`src/inc/ucc_pkg.sv`:
```
package ucc_pkg;

  // ---------------------------------------------------------------
  // register offsets
  // ---------------------------------------------------------------
  localparam logic [7:0] UCC_FEATURE_ADDR = 8'h6a;
  localparam logic [7:0] UCC_POWER_ADDR = 8'h6b;
  localparam logic [7:0] UCC_STANDBY_ADDR = 8'h6c;

  // ---------------------------------------------------------------
  // field positions
  // ---------------------------------------------------------------
  localparam int UCC_FE_QUEUE_EN = 6;
  localparam int UCC_FE_AUX_EN = 5;
  localparam int UCC_FE_PORT_DIS = 4;
  localparam int UCC_FE_QUEUE_CLR = 2;
  localparam int UCC_FE_AUX_CLR = 1;
  localparam int UCC_FE_PATH_CLR = 0;
  localparam int UCC_PC_CHIP_CLR = 7;
  localparam int UCC_PC_SLEEP = 6;
  localparam int UCC_PC_CYCLE = 5;
  localparam int UCC_PC_THERM_OFF = 3;
  localparam int UCC_PC_TB_MSB = 2;
  localparam int UCC_PC_TB_LSB = 0;
  localparam int UCC_SW_RATE_MSB = 7;
  localparam int UCC_SW_RATE_LSB = 6;
  localparam int UCC_SW_RATE_X = 2;  // gyro x standby; y and z sit below it

  // ---------------------------------------------------------------
  // reset values and storage masks
  // ---------------------------------------------------------------
  localparam logic [7:0] UCC_FEATURE_RST = 8'h00;
  localparam logic [7:0] UCC_POWER_RST = 8'h00;
  localparam logic [7:0] UCC_STANDBY_RST = 8'h00;
  localparam logic [7:0] UCC_FEATURE_KEEP = 8'h70;
  localparam logic [7:0] UCC_POWER_KEEP = 8'h6f;
  localparam logic [7:0] UCC_STANDBY_KEEP = 8'hff;

  // ---------------------------------------------------------------
  // clock source codes
  // ---------------------------------------------------------------
  typedef enum logic [2:0] {
    UCC_TB_INTERNAL = 3'h0,
    UCC_TB_RATE_X = 3'h1,
    UCC_TB_RATE_Y = 3'h2,
    UCC_TB_RATE_Z = 3'h3,
    UCC_TB_EXT_SLOW = 3'h4,
    UCC_TB_EXT_FAST = 3'h5,
    UCC_TB_RESERVED = 3'h6,
    UCC_TB_STOP = 3'h7
  } ucc_timebase_t;

  // ---------------------------------------------------------------
  // cycle mode states
  // ---------------------------------------------------------------
  typedef enum logic [2:0] {
    UCC_CY_IDLE = 3'b001,
    UCC_CY_DOZE = 3'b010,
    UCC_CY_WAKE = 3'b100
  } ucc_cycle_state_t;

  // ---------------------------------------------------------------
  // timing
  // ---------------------------------------------------------------
  localparam int unsigned UCC_CLOCK_HZ = 100_000_000;
  // wake rates in hundredths of a hertz
  localparam int unsigned UCC_WAKE_CHZ_0 = 125;
  localparam int unsigned UCC_WAKE_CHZ_1 = 500;
  localparam int unsigned UCC_WAKE_CHZ_2 = 2000;
  localparam int unsigned UCC_WAKE_CHZ_3 = 4000;
  localparam int unsigned UCC_WAKE_CYCLES_0 = (UCC_CLOCK_HZ / UCC_WAKE_CHZ_0) * 100;
  localparam int unsigned UCC_WAKE_CYCLES_1 = (UCC_CLOCK_HZ / UCC_WAKE_CHZ_1) * 100;
  localparam int unsigned UCC_WAKE_CYCLES_2 = (UCC_CLOCK_HZ / UCC_WAKE_CHZ_2) * 100;
  localparam int unsigned UCC_WAKE_CYCLES_3 = (UCC_CLOCK_HZ / UCC_WAKE_CHZ_3) * 100;
  localparam int unsigned UCC_CLEAR_CYCLES = 4;

  // ---------------------------------------------------------------
  // carriers
  // ---------------------------------------------------------------
  typedef struct packed {
    logic wr;
    logic rd;
    logic [7:0] addr;
    logic [7:0] wdata;
  } ucc_reg_req_t;

  typedef struct packed {
    logic sleep_state;
    logic thermal_off;
    logic timing_gen_reset;
    logic [2:0] timebase;
  } ucc_power_t;

endpackage

```
`src/hw/ucc_clear_pulse.sv`:
```
module ucc_clear_pulse #(
  parameter int unsigned CYCLES = 4
) (
  input wire logic i_clock,
  input wire logic i_reset_n,
  input wire logic i_start,
  output logic o_busy,
  output logic o_done
);

  localparam int W = $clog2(CYCLES + 1);

  logic [W-1:0] count_r;

  // holds busy for CYCLES clocks after a start, then one done pulse
  always_ff @(posedge i_clock or negedge i_reset_n) begin
    if (!i_reset_n) begin
      count_r <= '0;
      o_busy <= 1'b0;
      o_done <= 1'b0;
    end else begin
      o_done <= 1'b0;
      if (!o_busy && i_start) begin
        o_busy <= 1'b1;
        count_r <= W'(CYCLES - 1);
      end else if (o_busy) begin
        if (count_r == '0) begin
          o_busy <= 1'b0;
          o_done <= 1'b1;
        end else begin
          count_r <= count_r - W'(1);
        end
      end
    end
  end

endmodule

```
`src/hw/ucc_power_clock_ctrl.sv`:
```
module ucc_power_clock_ctrl #(
  parameter bit SPI_CAPABLE = 1'b1,
  parameter int unsigned CLEAR_CYCLES = ucc_pkg::UCC_CLEAR_CYCLES,
  parameter int unsigned WAKE_CYCLES_0 = ucc_pkg::UCC_WAKE_CYCLES_0,
  parameter int unsigned WAKE_CYCLES_1 = ucc_pkg::UCC_WAKE_CYCLES_1,
  parameter int unsigned WAKE_CYCLES_2 = ucc_pkg::UCC_WAKE_CYCLES_2,
  parameter int unsigned WAKE_CYCLES_3 = ucc_pkg::UCC_WAKE_CYCLES_3
) (
  input wire logic i_clock,
  input wire logic i_reset_n,
  input wire ucc_pkg::ucc_reg_req_t i_reg,
  output logic [7:0] o_reg_rdata,
  output logic o_reg_rvalid,
  input wire logic i_primary_sda,
  input wire logic i_primary_scl,
  input wire logic i_aux_master_sda_oe,
  input wire logic i_aux_master_scl_oe,
  output logic o_aux_serial_data_o,
  output logic o_aux_serial_data_oe,
  output logic o_aux_serial_clock_o,
  output logic o_aux_serial_clock_oe,
  output logic o_aux_master_active,
  output logic o_primary_i2c_enable,
  output logic o_spi_enable,
  output logic o_sample_queue_allow,
  output logic o_sample_queue_clear,
  output logic o_aux_master_clear,
  output logic o_sensor_path_clear,
  output logic o_whole_chip_clear,
  output ucc_pkg::ucc_power_t o_power,
  output logic [5:0] o_axis_standby,
  output logic o_cycle_sample,
  output logic o_gyro_off_ok
);
  import ucc_pkg::*;

  // ---------------------------------------------------------------
  // storage and decode
  // ---------------------------------------------------------------
  logic [7:0] feature_r, power_r, standby_r, feature_nxt, standby_nxt;
  logic wr_feature, wr_power, wr_standby;
  logic queue_clr_busy, aux_clr_busy, chip_clr_busy, chip_clr_done;
  logic [2:0] tb_nxt, rate_stby, eff_tb;
  ucc_cycle_state_t cycle_r;
  logic [31:0] wake_cnt_r, wake_load;
  // chip clear in progress freezes host writes
  always_comb begin
    wr_feature = 1'b0;
    wr_power = 1'b0;
    wr_standby = 1'b0;
    if (i_reg.wr && !chip_clr_busy) begin
      if (i_reg.addr == UCC_FEATURE_ADDR) begin
        wr_feature = 1'b1;
      end else if (i_reg.addr == UCC_POWER_ADDR) begin
        wr_power = 1'b1;
      end else if (i_reg.addr == UCC_STANDBY_ADDR) begin
        wr_standby = 1'b1;
      end
    end
  end

  // next values of stored fields; reserved and self-clearing bits dropped
  always_comb begin
    feature_nxt = i_reg.wdata & UCC_FEATURE_KEEP;
    if (!SPI_CAPABLE) begin
      feature_nxt[UCC_FE_PORT_DIS] = 1'b0;
    end
    standby_nxt = wr_standby ? (i_reg.wdata & UCC_STANDBY_KEEP) : standby_r;
    rate_stby = standby_nxt[UCC_SW_RATE_X:0];
    tb_nxt = wr_power ? i_reg.wdata[UCC_PC_TB_MSB:UCC_PC_TB_LSB]
                      : power_r[UCC_PC_TB_MSB:UCC_PC_TB_LSB];
    if ((tb_nxt == UCC_TB_RATE_X && rate_stby[2]) ||
        (tb_nxt == UCC_TB_RATE_Y && rate_stby[1]) ||
        (tb_nxt == UCC_TB_RATE_Z && rate_stby[0])) begin
      tb_nxt = UCC_TB_INTERNAL;
    end
  end

  // ---------------------------------------------------------------
  // self-clearing resets
  // ---------------------------------------------------------------
  // start the clears
  ucc_clear_pulse #(.CYCLES(CLEAR_CYCLES)) u_queue_clr (
    .i_clock(i_clock), .i_reset_n(i_reset_n), .o_busy(queue_clr_busy), .o_done(),
    .i_start(wr_feature && i_reg.wdata[UCC_FE_QUEUE_CLR] && !feature_r[UCC_FE_QUEUE_EN]));
  ucc_clear_pulse #(.CYCLES(CLEAR_CYCLES)) u_aux_clr (
    .i_clock(i_clock), .i_reset_n(i_reset_n), .o_busy(aux_clr_busy), .o_done(),
    .i_start(wr_feature && i_reg.wdata[UCC_FE_AUX_CLR] && !feature_r[UCC_FE_AUX_EN]));
  ucc_clear_pulse #(.CYCLES(CLEAR_CYCLES)) u_path_clr (
    .i_clock(i_clock), .i_reset_n(i_reset_n), .o_busy(o_sensor_path_clear), .o_done(),
    .i_start(wr_feature && i_reg.wdata[UCC_FE_PATH_CLR]));
  ucc_clear_pulse #(.CYCLES(CLEAR_CYCLES)) u_chip_clr (
    .i_clock(i_clock), .i_reset_n(i_reset_n), .o_busy(chip_clr_busy), .o_done(chip_clr_done),
    .i_start(wr_power && i_reg.wdata[UCC_PC_CHIP_CLR]));

  // queue emptied only by its own clear
  assign o_sample_queue_clear = queue_clr_busy;
  assign o_aux_master_clear = aux_clr_busy;
  assign o_whole_chip_clear = chip_clr_busy;

  // ---------------------------------------------------------------
  // control registers
  // ---------------------------------------------------------------
  // internal timebase at reset
  // defaults restored when chip clear ends
  always_ff @(posedge i_clock or negedge i_reset_n) begin
    if (!i_reset_n) begin
      feature_r <= UCC_FEATURE_RST;
      power_r <= UCC_POWER_RST;
      standby_r <= UCC_STANDBY_RST;
    end else if (chip_clr_done) begin
      feature_r <= UCC_FEATURE_RST;
      power_r <= UCC_POWER_RST;
      standby_r <= UCC_STANDBY_RST;
    end else begin
      if (wr_feature) begin
        feature_r <= feature_nxt;
      end
      standby_r <= standby_nxt;
      if (wr_power) begin
        power_r <= i_reg.wdata & UCC_POWER_KEEP;
      end
      power_r[UCC_PC_TB_MSB:UCC_PC_TB_LSB] <= tb_nxt;
    end
  end
  assign o_sample_queue_allow = feature_r[UCC_FE_QUEUE_EN];
  assign o_axis_standby = standby_r[5:0];

  // ---------------------------------------------------------------
  // read port
  // ---------------------------------------------------------------
  // reserved bits zero
  always_ff @(posedge i_clock or negedge i_reset_n) begin
    if (!i_reset_n) begin
      o_reg_rdata <= 8'h00;
      o_reg_rvalid <= 1'b0;
    end else begin
      o_reg_rvalid <= i_reg.rd;
      if (!i_reg.rd) begin
        o_reg_rdata <= 8'h00;
      end else if (i_reg.addr == UCC_FEATURE_ADDR) begin
        o_reg_rdata <= feature_r | {5'h00, queue_clr_busy, aux_clr_busy, o_sensor_path_clear};
      end else if (i_reg.addr == UCC_POWER_ADDR) begin
        o_reg_rdata <= power_r | {chip_clr_busy, 7'h00};
      end else if (i_reg.addr == UCC_STANDBY_ADDR) begin
        o_reg_rdata <= standby_r;
      end else begin
        o_reg_rdata <= 8'h00;
      end
    end
  end

  // ---------------------------------------------------------------
  // serial port routing
  // ---------------------------------------------------------------
  // open-drain lines: value held low, enable pulls the wire
  always_ff @(posedge i_clock or negedge i_reset_n) begin
    if (!i_reset_n) begin
      o_aux_serial_data_o <= 1'b0;
      o_aux_serial_clock_o <= 1'b0;
      o_aux_serial_data_oe <= 1'b0;
      o_aux_serial_clock_oe <= 1'b0;
      o_aux_master_active <= 1'b0;
      o_primary_i2c_enable <= 1'b1;
      o_spi_enable <= 1'b0;
    end else begin
      o_aux_serial_data_o <= 1'b0;
      o_aux_serial_clock_o <= 1'b0;
      o_aux_master_active <= feature_r[UCC_FE_AUX_EN];
      if (feature_r[UCC_FE_AUX_EN]) begin
        o_aux_serial_data_oe <= i_aux_master_sda_oe;
        o_aux_serial_clock_oe <= i_aux_master_scl_oe;
      end else begin
        o_aux_serial_data_oe <= !i_primary_sda;
        o_aux_serial_clock_oe <= !i_primary_scl;
      end
      o_primary_i2c_enable <= !feature_r[UCC_FE_PORT_DIS];
      o_spi_enable <= feature_r[UCC_FE_PORT_DIS];
    end
  end

  // ---------------------------------------------------------------
  // cycle mode wake timer
  // ---------------------------------------------------------------
  // wake period select
  // the wake cycle and the reload cycle both belong to the period
  always_comb begin
    case (standby_r[UCC_SW_RATE_MSB:UCC_SW_RATE_LSB])
      2'h0: wake_load = WAKE_CYCLES_0 - 2;
      2'h1: wake_load = WAKE_CYCLES_1 - 2;
      2'h2: wake_load = WAKE_CYCLES_2 - 2;
      default: wake_load = WAKE_CYCLES_3 - 2;
    endcase
  end
  // doze then wake for one sample
  always_ff @(posedge i_clock or negedge i_reset_n) begin
    if (!i_reset_n) begin
      cycle_r <= UCC_CY_IDLE;
      wake_cnt_r <= 32'h0;
      o_cycle_sample <= 1'b0;
    end else begin
      o_cycle_sample <= 1'b0;
      if (!power_r[UCC_PC_CYCLE] || power_r[UCC_PC_SLEEP]) begin
        cycle_r <= UCC_CY_IDLE;
      end else begin
        case (cycle_r)
          UCC_CY_IDLE: begin
            cycle_r <= UCC_CY_DOZE;
            wake_cnt_r <= wake_load;
          end
          UCC_CY_DOZE: begin
            if (wake_cnt_r == 32'h0) begin
              cycle_r <= UCC_CY_WAKE;
              o_cycle_sample <= 1'b1;
            end else begin
              wake_cnt_r <= wake_cnt_r - 32'h1;
            end
          end
          UCC_CY_WAKE: begin
            cycle_r <= UCC_CY_DOZE;
            wake_cnt_r <= wake_load;
          end
          default: cycle_r <= UCC_CY_IDLE;
        endcase
      end
    end
  end
  // ---------------------------------------------------------------
  // power and timebase outputs
  // ---------------------------------------------------------------
  // timebase codes
  always_comb begin
    eff_tb = power_r[UCC_PC_TB_MSB:UCC_PC_TB_LSB];
    if (eff_tb == UCC_TB_RESERVED || eff_tb == UCC_TB_STOP) begin
      eff_tb = UCC_TB_INTERNAL;
    end
  end
  always_ff @(posedge i_clock or negedge i_reset_n) begin
    if (!i_reset_n) begin
      o_power <= '0;
      o_gyro_off_ok <= 1'b1;
    end else begin
      o_power.sleep_state <= power_r[UCC_PC_SLEEP] ||
                             (power_r[UCC_PC_CYCLE] && cycle_r != UCC_CY_WAKE);
      o_power.thermal_off <= power_r[UCC_PC_THERM_OFF];
      o_power.timing_gen_reset <= power_r[UCC_PC_TB_MSB:UCC_PC_TB_LSB] == UCC_TB_STOP;
      o_power.timebase <= eff_tb;
      o_gyro_off_ok <= eff_tb == UCC_TB_INTERNAL || eff_tb == UCC_TB_EXT_SLOW ||
                       eff_tb == UCC_TB_EXT_FAST;
    end
  end
endmodule

```
`config.mk`:
```
export PLATFORM = sky130hd
export DESIGN_NAME = ucc_power_clock_ctrl
export DESIGN_NICKNAME = d
export VERILOG_FILES = /design/src/inc/ucc_pkg.sv /design/src/hw/ucc_clear_pulse.sv /design/src/hw/ucc_power_clock_ctrl.sv
export SDC_FILE = /design/constraint.sdc
export NUM_CORES = 1
export LEC_CHECK = 0
export BUFFER_PORTS_ARGS = -buffer_cell sky130_fd_sc_hd__buf_2
export CORE_MARGIN = 2
export CORE_UTILIZATION = 50
export DETAILED_ROUTE_END_ITERATION = 8
export PLACE_DENSITY = 0.76
export SLEW_MARGIN = 20
export SYNTH_ARGS = -nofsm -noshare
export SYNTH_HDL_FRONTEND = slang
export SYNTH_SLANG_ARGS = --single-unit
```
`constraint.sdc`:
```
create_clock -name i_clock -period 2.45 [get_ports i_clock]
set_input_delay 0.49 -clock i_clock [delete_from_list [all_inputs] [get_ports i_clock]]
set_output_delay 0.49 -clock i_clock [all_outputs]
set_load 0.02 [all_outputs]
```
Word-level counts from Yosys, hierarchy flattened
Index checks and enable logic that the tools add are counted.

Register bits: 98. Latch bits: 0. Bits in writable memories: 0. ROM bits: 0. Input bits: 24. Output and inout port bits: 35. Word-level logic and storage cells: 172. Memories kept: 0.

Add/subtract/negate cells: 5. $mul: 0. Divide/modulo/power cells: 0. Order comparisons: 0. Equality and inequality tests: 22. Shift-type cells: 0. Muxes and demuxes: 60. Bitwise operators: 3. Reduce and logical (&&, ||, !) cells: 53.

Operators with widths (count): $pmux 27 s3 (1); $mux 8 (10); $pmux 32 s2 (1); $mux 3 (17); $logic_not 32->1 (1); $mux 32 (1); $sub 32x1->32 const B (1); $mux 1 (29); $eq 8x7->1 const B (3); $reduce_bool 2->1 (8); $eq 3x3->1 const B (5); $logic_and 1x1->1 (15); $logic_not 3->1 (5); $sub 3x1->3 const B (4); $logic_not 1->1 (10); $eq 3x2->1 const B (3); $ne 2x1->1 const B (4); $or 8x3->8 (1); $or 8x8->8 (1); $reduce_and 2->1 (4); $logic_or 1x1->1 (7); $eq 3x1->1 const B (2); $ne 3x3->1 const B (2); $pmux 3 s2 (1); 7 further kinds (7).

Longest topological paths before layout
Gate-level depths: netlist of the first run.

Word-level depth: 11. Mapped depth: 9. Gate-level depth less buffers: 8.

Hierarchy
Synthesis of the first run repeated with hierarchy kept, for this count alone.

Cell total of the unflattened synthesis: 497. Area total of the unflattened synthesis: 4986.0 um^2.

Modules (own cells, without submodules): ucc_power_clock_ctrl (instances 1, cells an instance 413, area an instance 4015.1 um^2, sequential area each 1855.5 um^2); ucc_clear_pulse (instances 4, cells an instance 21, area an instance 242.7 um^2, sequential area each 125.1 um^2).

Worst setup path after synthesis of the first run
OpenSTA, ideal clock, no wires.

Kind: reg2reg. Start: reg wake_cnt_r[0]. End: reg wake_cnt_r[12]. Setup time: 0.121 ns. Arrival: 1.738 ns. Required time: 2.329 ns. Slack: 0.591 ns. Stages on the path, launching flop included: 8. Buffers on the path: 0. Clock period less this slack: 1.859 ns. Path through: dfrtp_1 inv_1 ha_1 nor3b_1 nand4_1 nor2_1 a21oi_1 o22a_1.

Cells in the longest elaborated chain, start to end: 3. Elaborated cells on any way between the ends: 6. Classes of those cells: add/sub: 1; eq/ne: 1; mux: 2; reduce/logical: 2.

Ends and longest elaborated chain: start, declared (line ucc_power_clock_ctrl.sv:45) `logic [31:0] wake_cnt_r, wake_load;`; start signal, assigned (line ucc_power_clock_ctrl.sv:209) `wake_cnt_r <= wake_load;`; start signal, assigned (line ucc_power_clock_ctrl.sv:216) `wake_cnt_r <= wake_cnt_r - 32'h1;`; start signal, assigned (line ucc_power_clock_ctrl.sv:221) `wake_cnt_r <= wake_load;`; $sub 32x1->32 / $logic_not 32->1 (equally long branches) (line ucc_power_clock_ctrl.sv:216, ucc_power_clock_ctrl.sv:212); $mux 32 / $ne 2x2->1 (equally long branches); $pmux 32 s2 / $reduce_and 3->1 (equally long branches).

Parallel ways exist; a longest one is shown, timed or not. The select of a mux whose other input is x is not followed. A chain may end at the register's enable or synchronous reset.

Worst setup path after layout of the first run
Same ends and word-level chain as after synthesis.

==> results.toml, run 1 <==
[clock_network]
h-tree-depth = 3
post_cts_buffers = 0
cts_tree = "done"
clk_path_buf_depth = 2
cts_resized = 0
insertion_delay_ns = 0.36
cts.sinks = 91
path_clk_slew_ns = 0.08
hold_buffers = 0
clock_tree.root_cell = "clkbuf_8"
cts_buffers = 9

[final_layout]
areaGrowthSynthToFinish_pct = 11.70
final_cell_mix = "88 x dfrtp_1, 55 x buf_2, 47 x nand2_1"
diodes = 0
final_common_cell = "dfrtp_1"
register_area_mm2 = 0.002281
fin_nets = 585
multi_input_area_mm2 = 0.002230
layout-drive-gt1-share = 0.1909
n_fill_cell = 822

[logic_synthesis]
synth.area.mux_share = 0.03813
yosysUniqueCellTypes = 66
synth-seq-cells = 91
yosysSeqAreaShare = 0.4761
syn_area_mm2 = 0.004791
synthArstFlopShare = 1.000
postSynthCellCount = 494
synth_area_per_cell_um2 = 9.698
synthSimpleGateAreaFrac = 0.1904
synth_flop_cell = "dfrtp_1"
synth_edf_count = 0
synth-xor-area-share = 0.01097
synth_top_family_by_area = "simple AND/OR/NAND/NOR gates"
yosysWarnings = 0
synth_compound_area_frac = 0.1820
synthAdderAreaFrac = 0.04179

[power]
p_per_area_mw_per_mm2 = 756.0
swShare = 0.3421
pwr-share-clk = 0.245
seqPwrFrac = 0.498
switchingPower_w = 0.001384
p_leak_nw = 2.513
p_int_w = 0.002662
power_frac_comb = 0.258
peakVddDrop_v = 0.0003756

[sta]
tightest_slew_ns = 0.5822
clock_skew_ns = 0.009001
setup-violations-final = 0
grt_setup_unrepaired = "no"
relSlewSlack = 0.6118
tns_ns = 0
finalMaxSlewViolations = 0
period_share = 0.8980
finalHoldViolations = 0
max_freq_mhz = 454.5
worst_slack_ns = 0.2498
final.min_clock_period_ns = 2.200

[placement]
io_buffers = 56
pre_cts_slack_ns = 0.2744
dpl.hpwl_um = 7607
place_congestion = 0.8777

[floorplan]
coreArea_mm2 = 0.009284
die_y_um = 101.9
io_pins = 59
start_util = 0.5160
dieArea_mm2 = 0.01038
die_x_um = 101.9
rows = 35

[grt]
antenna_found_initial = 0
grt-ovfl-total = 0
grt_first_pass_wirelength_um = 18040
grt_max_degree = 92
grt_pass1_vias = 3787
grt_usage = 0.2193

[run_status]
status = "completed"

[detailed_routing]
drc = 0
via_per_inst = 5.828
routedWlPerCell_um = 16.01
dr.first_iter.drc_count = 300
drtAntennaViolNets = 0
wl_um = 10870
firstDrtPassIters = 5
vias = 3957

[critical_path]
crit_arrival_ns = 2.45
ff2ff_setup_slack_ns = 0.25
cp-end-kind = "flop"
path_max_fanout = 29
slowest_stage = "dfrtp_1"
r2r_start = "wake_cnt_r[0]"
slowest_delay_ns = 0.44
critPathRequiredTime_ns = 2.70
path_class = "flop to flop"
rr_endpoint = "wake_cnt_r[12]"
ff2ff_path_depth = 8
path_cells = "inv_1 -> ha_1 -> nor4bb_1 -> and4_1 -> a41o_2 -> buf_4 -> a21oi_1 -> o22a_1"
start_kind = "flop"

[worst_hold_path]
min_path_type = "input port to asynchronous set/reset pin"

[flow_run]
max_cap_violations = 0
-- sequential cells by signal, summed over array words and instances (netlist names) --
register               cells
u_path_clr.count_r         3
o_aux_serial_clock_oe      1
o_power                    6
wake_cnt_r                32
u_aux_clr.count_r          3
o_cycle_sample             1
o_gyro_off_ok              1
power_r                    6
cycle_r                    3
o_reg_rvalid               1
u_chip_clr.count_r         3
u_chip_clr.o_busy          1
o_spi_enable               1
u_path_clr.o_busy          1
u_chip_clr.o_done          1
o_reg_rdata                8
u_aux_clr.o_busy           1
feature_r                  3
standby_r                  8
o_primary_i2c_enable       1
o_aux_master_active        1
o_aux_serial_data_oe       1
u_queue_clr.o_busy         1
u_queue_clr.count_r        3
-- power groups by stage --
stage / sequential (W) / clock, W / combinational [W]
after detailed placement: 0.00204 / 0 / 0.00103
after CTS: 0.00201 / 0.00101 / 0.00104
after global routing: 0.00206 / 0.00108 / 0.00118
final: 0.00201 / 0.000990 / 0.00104
after global placement: 0.00202 / 0 / 0.000990
after floorplan: 0.00199 / 0 / 0.000764
-- layout make-up --
class | instances | area share
inverters | 26 | 0.01870
flip-flops and latches | 91 | 0.4262
multi-input cells | 348 | 0.4166
repair buffers | 69 | 0.07342
clock buffers | 12 | 0.02525
clock inverters | 4 | 0.009586
well taps | 129 | 0.03016
-- worst max path at each step --
stage | from | to | slack, ns | cells after the start
5_1_grt | wake_cnt_r[0] | wake_cnt_r[12] | 0.04 | 8
3_3_place_gp | wake_cnt_r[0] | wake_cnt_r[10] | 0.36 | 8
2_1_floorplan | wake_cnt_r[0] | wake_cnt_r[12] | 0.59 | 7
6_report | wake_cnt_r[0] | wake_cnt_r[12] | 0.25 | 8
4_1_cts | wake_cnt_r[0] | wake_cnt_r[12] | 0.25 | 8
3_5_place_dp | wake_cnt_r[0] | wake_cnt_r[12] | 0.27 | 8
-- synthesized netlist by cell type (all sizes together) (4+ instances only) --
library cell  instances  area share
mux2i                16       0.033
or4                   4      0.0071
inv                  26       0.021
ha                   16       0.042
buf                  21       0.032
and4                  4      0.0073
nand3                11       0.011
nor3b                 5      0.0078
o21ai                42       0.047
nand4                 8       0.012
dfrtp                88        0.46
nand2                47       0.037
nand2b                4      0.0052
nor3                 16       0.017
a22oi                 9       0.014
a21oi                29       0.030
a21boi                5      0.0078
nor2                 40       0.033
o31ai                 4      0.0063
a31oi                15       0.020
o2bb2ai               7       0.013
xor2                  4      0.0073
clkbuf                9      0.0071
nor4                 10       0.021
nor2b                 6      0.0078
-- worst max-delay path, delay by kind of cell, from the launching register on --
family          cells  cell delay [ns]
simple gates        2             0.59
compound gates      3             0.51
flops               1             0.44
buf+inv             2             0.41
fa+ha+maj           1             0.14
-- stage by stage --
stage	hold slack, ns	power (W)	cells	area (um^2)	utilization
floorplan	0.1944	0.002750	495	4795	-
global placement	0.3952	0.003012	663	5165	0.5563
detailed placement	0.3965	0.003069	663	5165	0.5563
CTS	0.1858	0.004062	679	5351	0.5764
global route	0.1886	0.004325	679	5351	0.5764
finish	0.1723	0.004046	679	5351	0.5764
-- per-layer routing --
layer | vias up | part of all wire | GRT usage
li1 | 1876 | - | -
met1 | 1907 | 0.45 | 0.3023
met2 | 149 | 0.47 | 0.3477
met3 | 25 | 0.064 | 0.04856
met4 | 0 | 0.021 | 0.07077
met5 | - | 0 | 0
-- cells by family after synthesis --
family	after synthesis
buffers and inverters	56
AND/OR/NAND/NOR	170
multiplexers	18
adder cells (fa/ha/maj)	16
other	1
flip-flops	91
XOR/XNOR	6
AO/OA/AOI/OAI	136
Power figures use the tool's default switching activity.
==> run 2, diff against run 1 <==
--- a/config.mk
+++ b/config.mk
@@ -7,9 +7,9 @@
 export LEC_CHECK = 0
 export BUFFER_PORTS_ARGS = -buffer_cell sky130_fd_sc_hd__buf_2
 export CORE_MARGIN = 2
-export CORE_UTILIZATION = 50
+export CORE_UTILIZATION = 30
 export DETAILED_ROUTE_END_ITERATION = 8
-export PLACE_DENSITY = 0.76
+export PLACE_DENSITY = 0.47
 export SLEW_MARGIN = 20
 export SYNTH_ARGS = -nofsm -noshare
 export SYNTH_HDL_FRONTEND = slang
==> run 2 against run 1 <==
Effect of this change:
- die area grew 64%
- setup slack worse by 0.015 ns
- sequential power hardly changed
- critical path depth is the same
- critical path type unchanged
- largest cell class unchanged
- highest routed layer unchanged
==> results.toml, run 2 (synthesis gave the netlist of run 1 again) <==
[run_status]
status = "completed"

[detailed_routing]
dr.first_iter.drc_count = 268
via_per_inst = 5.051
drtAntennaViolNets = 0
drc = 0
firstDrtPassIters = 4
wl_um = 12170
vias = 3894
routedWlPerCell_um = 15.78

[critical_path]
slowest_delay_ns = 0.43
start_kind = "flop"
cp-end-kind = "flop"
critPathRequiredTime_ns = 2.70
crit_arrival_ns = 2.46
slowest_stage = "dfrtp_1"
path_max_fanout = 26
path_cells = "inv_1 -> ha_1 -> nor4bb_1 -> and4_1 -> a41o_2 -> inv_4 -> nand2_2 -> o31ai_1"
path_class = "flop to flop"

[flow_run]
max_cap_violations = 0

[floorplan]
coreArea_mm2 = 0.01577
die_y_um = 130.4
rows = 46
start_util = 0.3038
dieArea_mm2 = 0.01700
die_x_um = 130.4
io_pins = 59

[grt]
grt-ovfl-total = 0
antenna_found_initial = 0
top_usage_layer = "met2"
grt_max_degree = 45
grt_first_pass_wirelength_um = 20690
grt_usage = 0.1545
grt_pass1_vias = 4047
gr-usage-met3 = 0.04316
met2_usage = 0.2464
use_met1 = 0.2065

[sta]
period_share = 0.9043
finalMaxSlewViolations = 0
setup-violations-final = 0
tns_ns = 0
finalHoldViolations = 0
timing.hold.ws_ns = 0.1631
max_freq_mhz = 451.3
final.min_clock_period_ns = 2.216
clock_skew_ns = 0.008528
grt_setup_unrepaired = "no"
relSlewSlack = 0.5875
tightest_slew_ns = 0.6187

[final_layout]
layout-drive-gt1-share = 0.2018
fin_nets = 590
regMostFlops = "wake_cnt_r"
final_cell_mix = "88 x dfrtp_1, 55 x buf_2, 46 x nand2_1"
final_area_mm2 = 0.005607
areaGrowthSynthToFinish_pct = 17.03
largest_reg_flops = 32
n_fill_cell = 1642
diodes = 0
reg_top3 = "wake_cnt_r: 32 flops, o_reg_rdata: 8 flops, standby_r: 8 flops"
fin_util = 0.3555
final_common_cell = "dfrtp_1"

[clock_network]
h-tree-depth = 3
cts_buffers = 9
hold_buffers = 0
post_cts_buffers = 0
insertion_delay_ns = 0.35
cts_resized = 0
cts_tree = "done"
path_clk_slew_ns = 0.07
clock_tree.root_cell = "clkbuf_16"
cts.sinks = 91
clk_path_buf_depth = 2

[placement]
place_congestion = 0.8340
io_buffers = 56
dpl.hpwl_um = 8531
placed_area_mm2 = 0.005324

[worst_hold_path]
min_path_type = "input port to asynchronous set/reset pin"

[power]
total_power_w = 0.004441
peakVddDrop_v = 0.0003637
p_per_area_mw_per_mm2 = 792.2
p_leak_nw = 2.593
-- run 2: cell type report --
type | count | area, um^2 | area share
Tap cell | 216 | 270.3 | 0.04820
Clock inverter | 5 | 43.79 | 0.007811
Inverter | 26 | 100.1 | 0.01785
Sequential cell | 91 | 2281 | 0.4068
Timing Repair Buffer | 74 | 446.7 | 0.07967
Clock buffer | 11 | 232.7 | 0.04151
Multi-Input combinational cell | 348 | 2232 | 0.3981
-- run 2: power breakdown --
group	switching, W	internal (W)	leakage (nW)	total (W)
clock network	0.000638	0.000706	0.136	0.00134
logic	0.000601	0.000476	1.26	0.00108
registers	0.000287	0.00173	1.20	0.00202
-- run 2: worst paths after layout --
check / start / endpoint / slack, ns / cells after the start
max in group asynchronous: i_reset_n / o_primary_i2c_enable / 1.63 / 2
setup / recovery: wake_cnt_r[0] / wake_cnt_r[27] / 0.23 / 8
hold / removal: i_reset_n / o_aux_master_active / 0.16 / 1
min in group i_clock: i_primary_sda / o_aux_serial_data_oe / 0.31 / 2
hold reg to reg: power_r[3] / o_power[4] / 0.43 / 0
setup reg to reg: wake_cnt_r[0] / wake_cnt_r[27] / 0.23 / 8
-- run 2: critical path, delay by kind of cell, from the launching register on --
family                     cells  cell delay, ns
AOI/OAI and AO/OA              2            0.64
adders and majority gates      1            0.20
buffers and inverters          2            0.35
DFF                            1            0.43
and+or+nand+nor                3            0.50
-- run 2: through the flow --
stage | setup slack, ns | cells
global placement | 0.2787 | 755
floorplan | 0.5909 | 495
finish | 0.2344 | 771
detailed placement | 0.1986 | 755
CTS | 0.1840 | 771
global route | 0.03808 | 771
-- run 2: per-layer routing --
layer	wire, um	part of all wire	up-vias
met3	637	0.052	16
met1	5722	0.47	1893
met4	167	0.014	0
met2	5640	0.46	94
li1	-	-	1891
met5	0	0	-
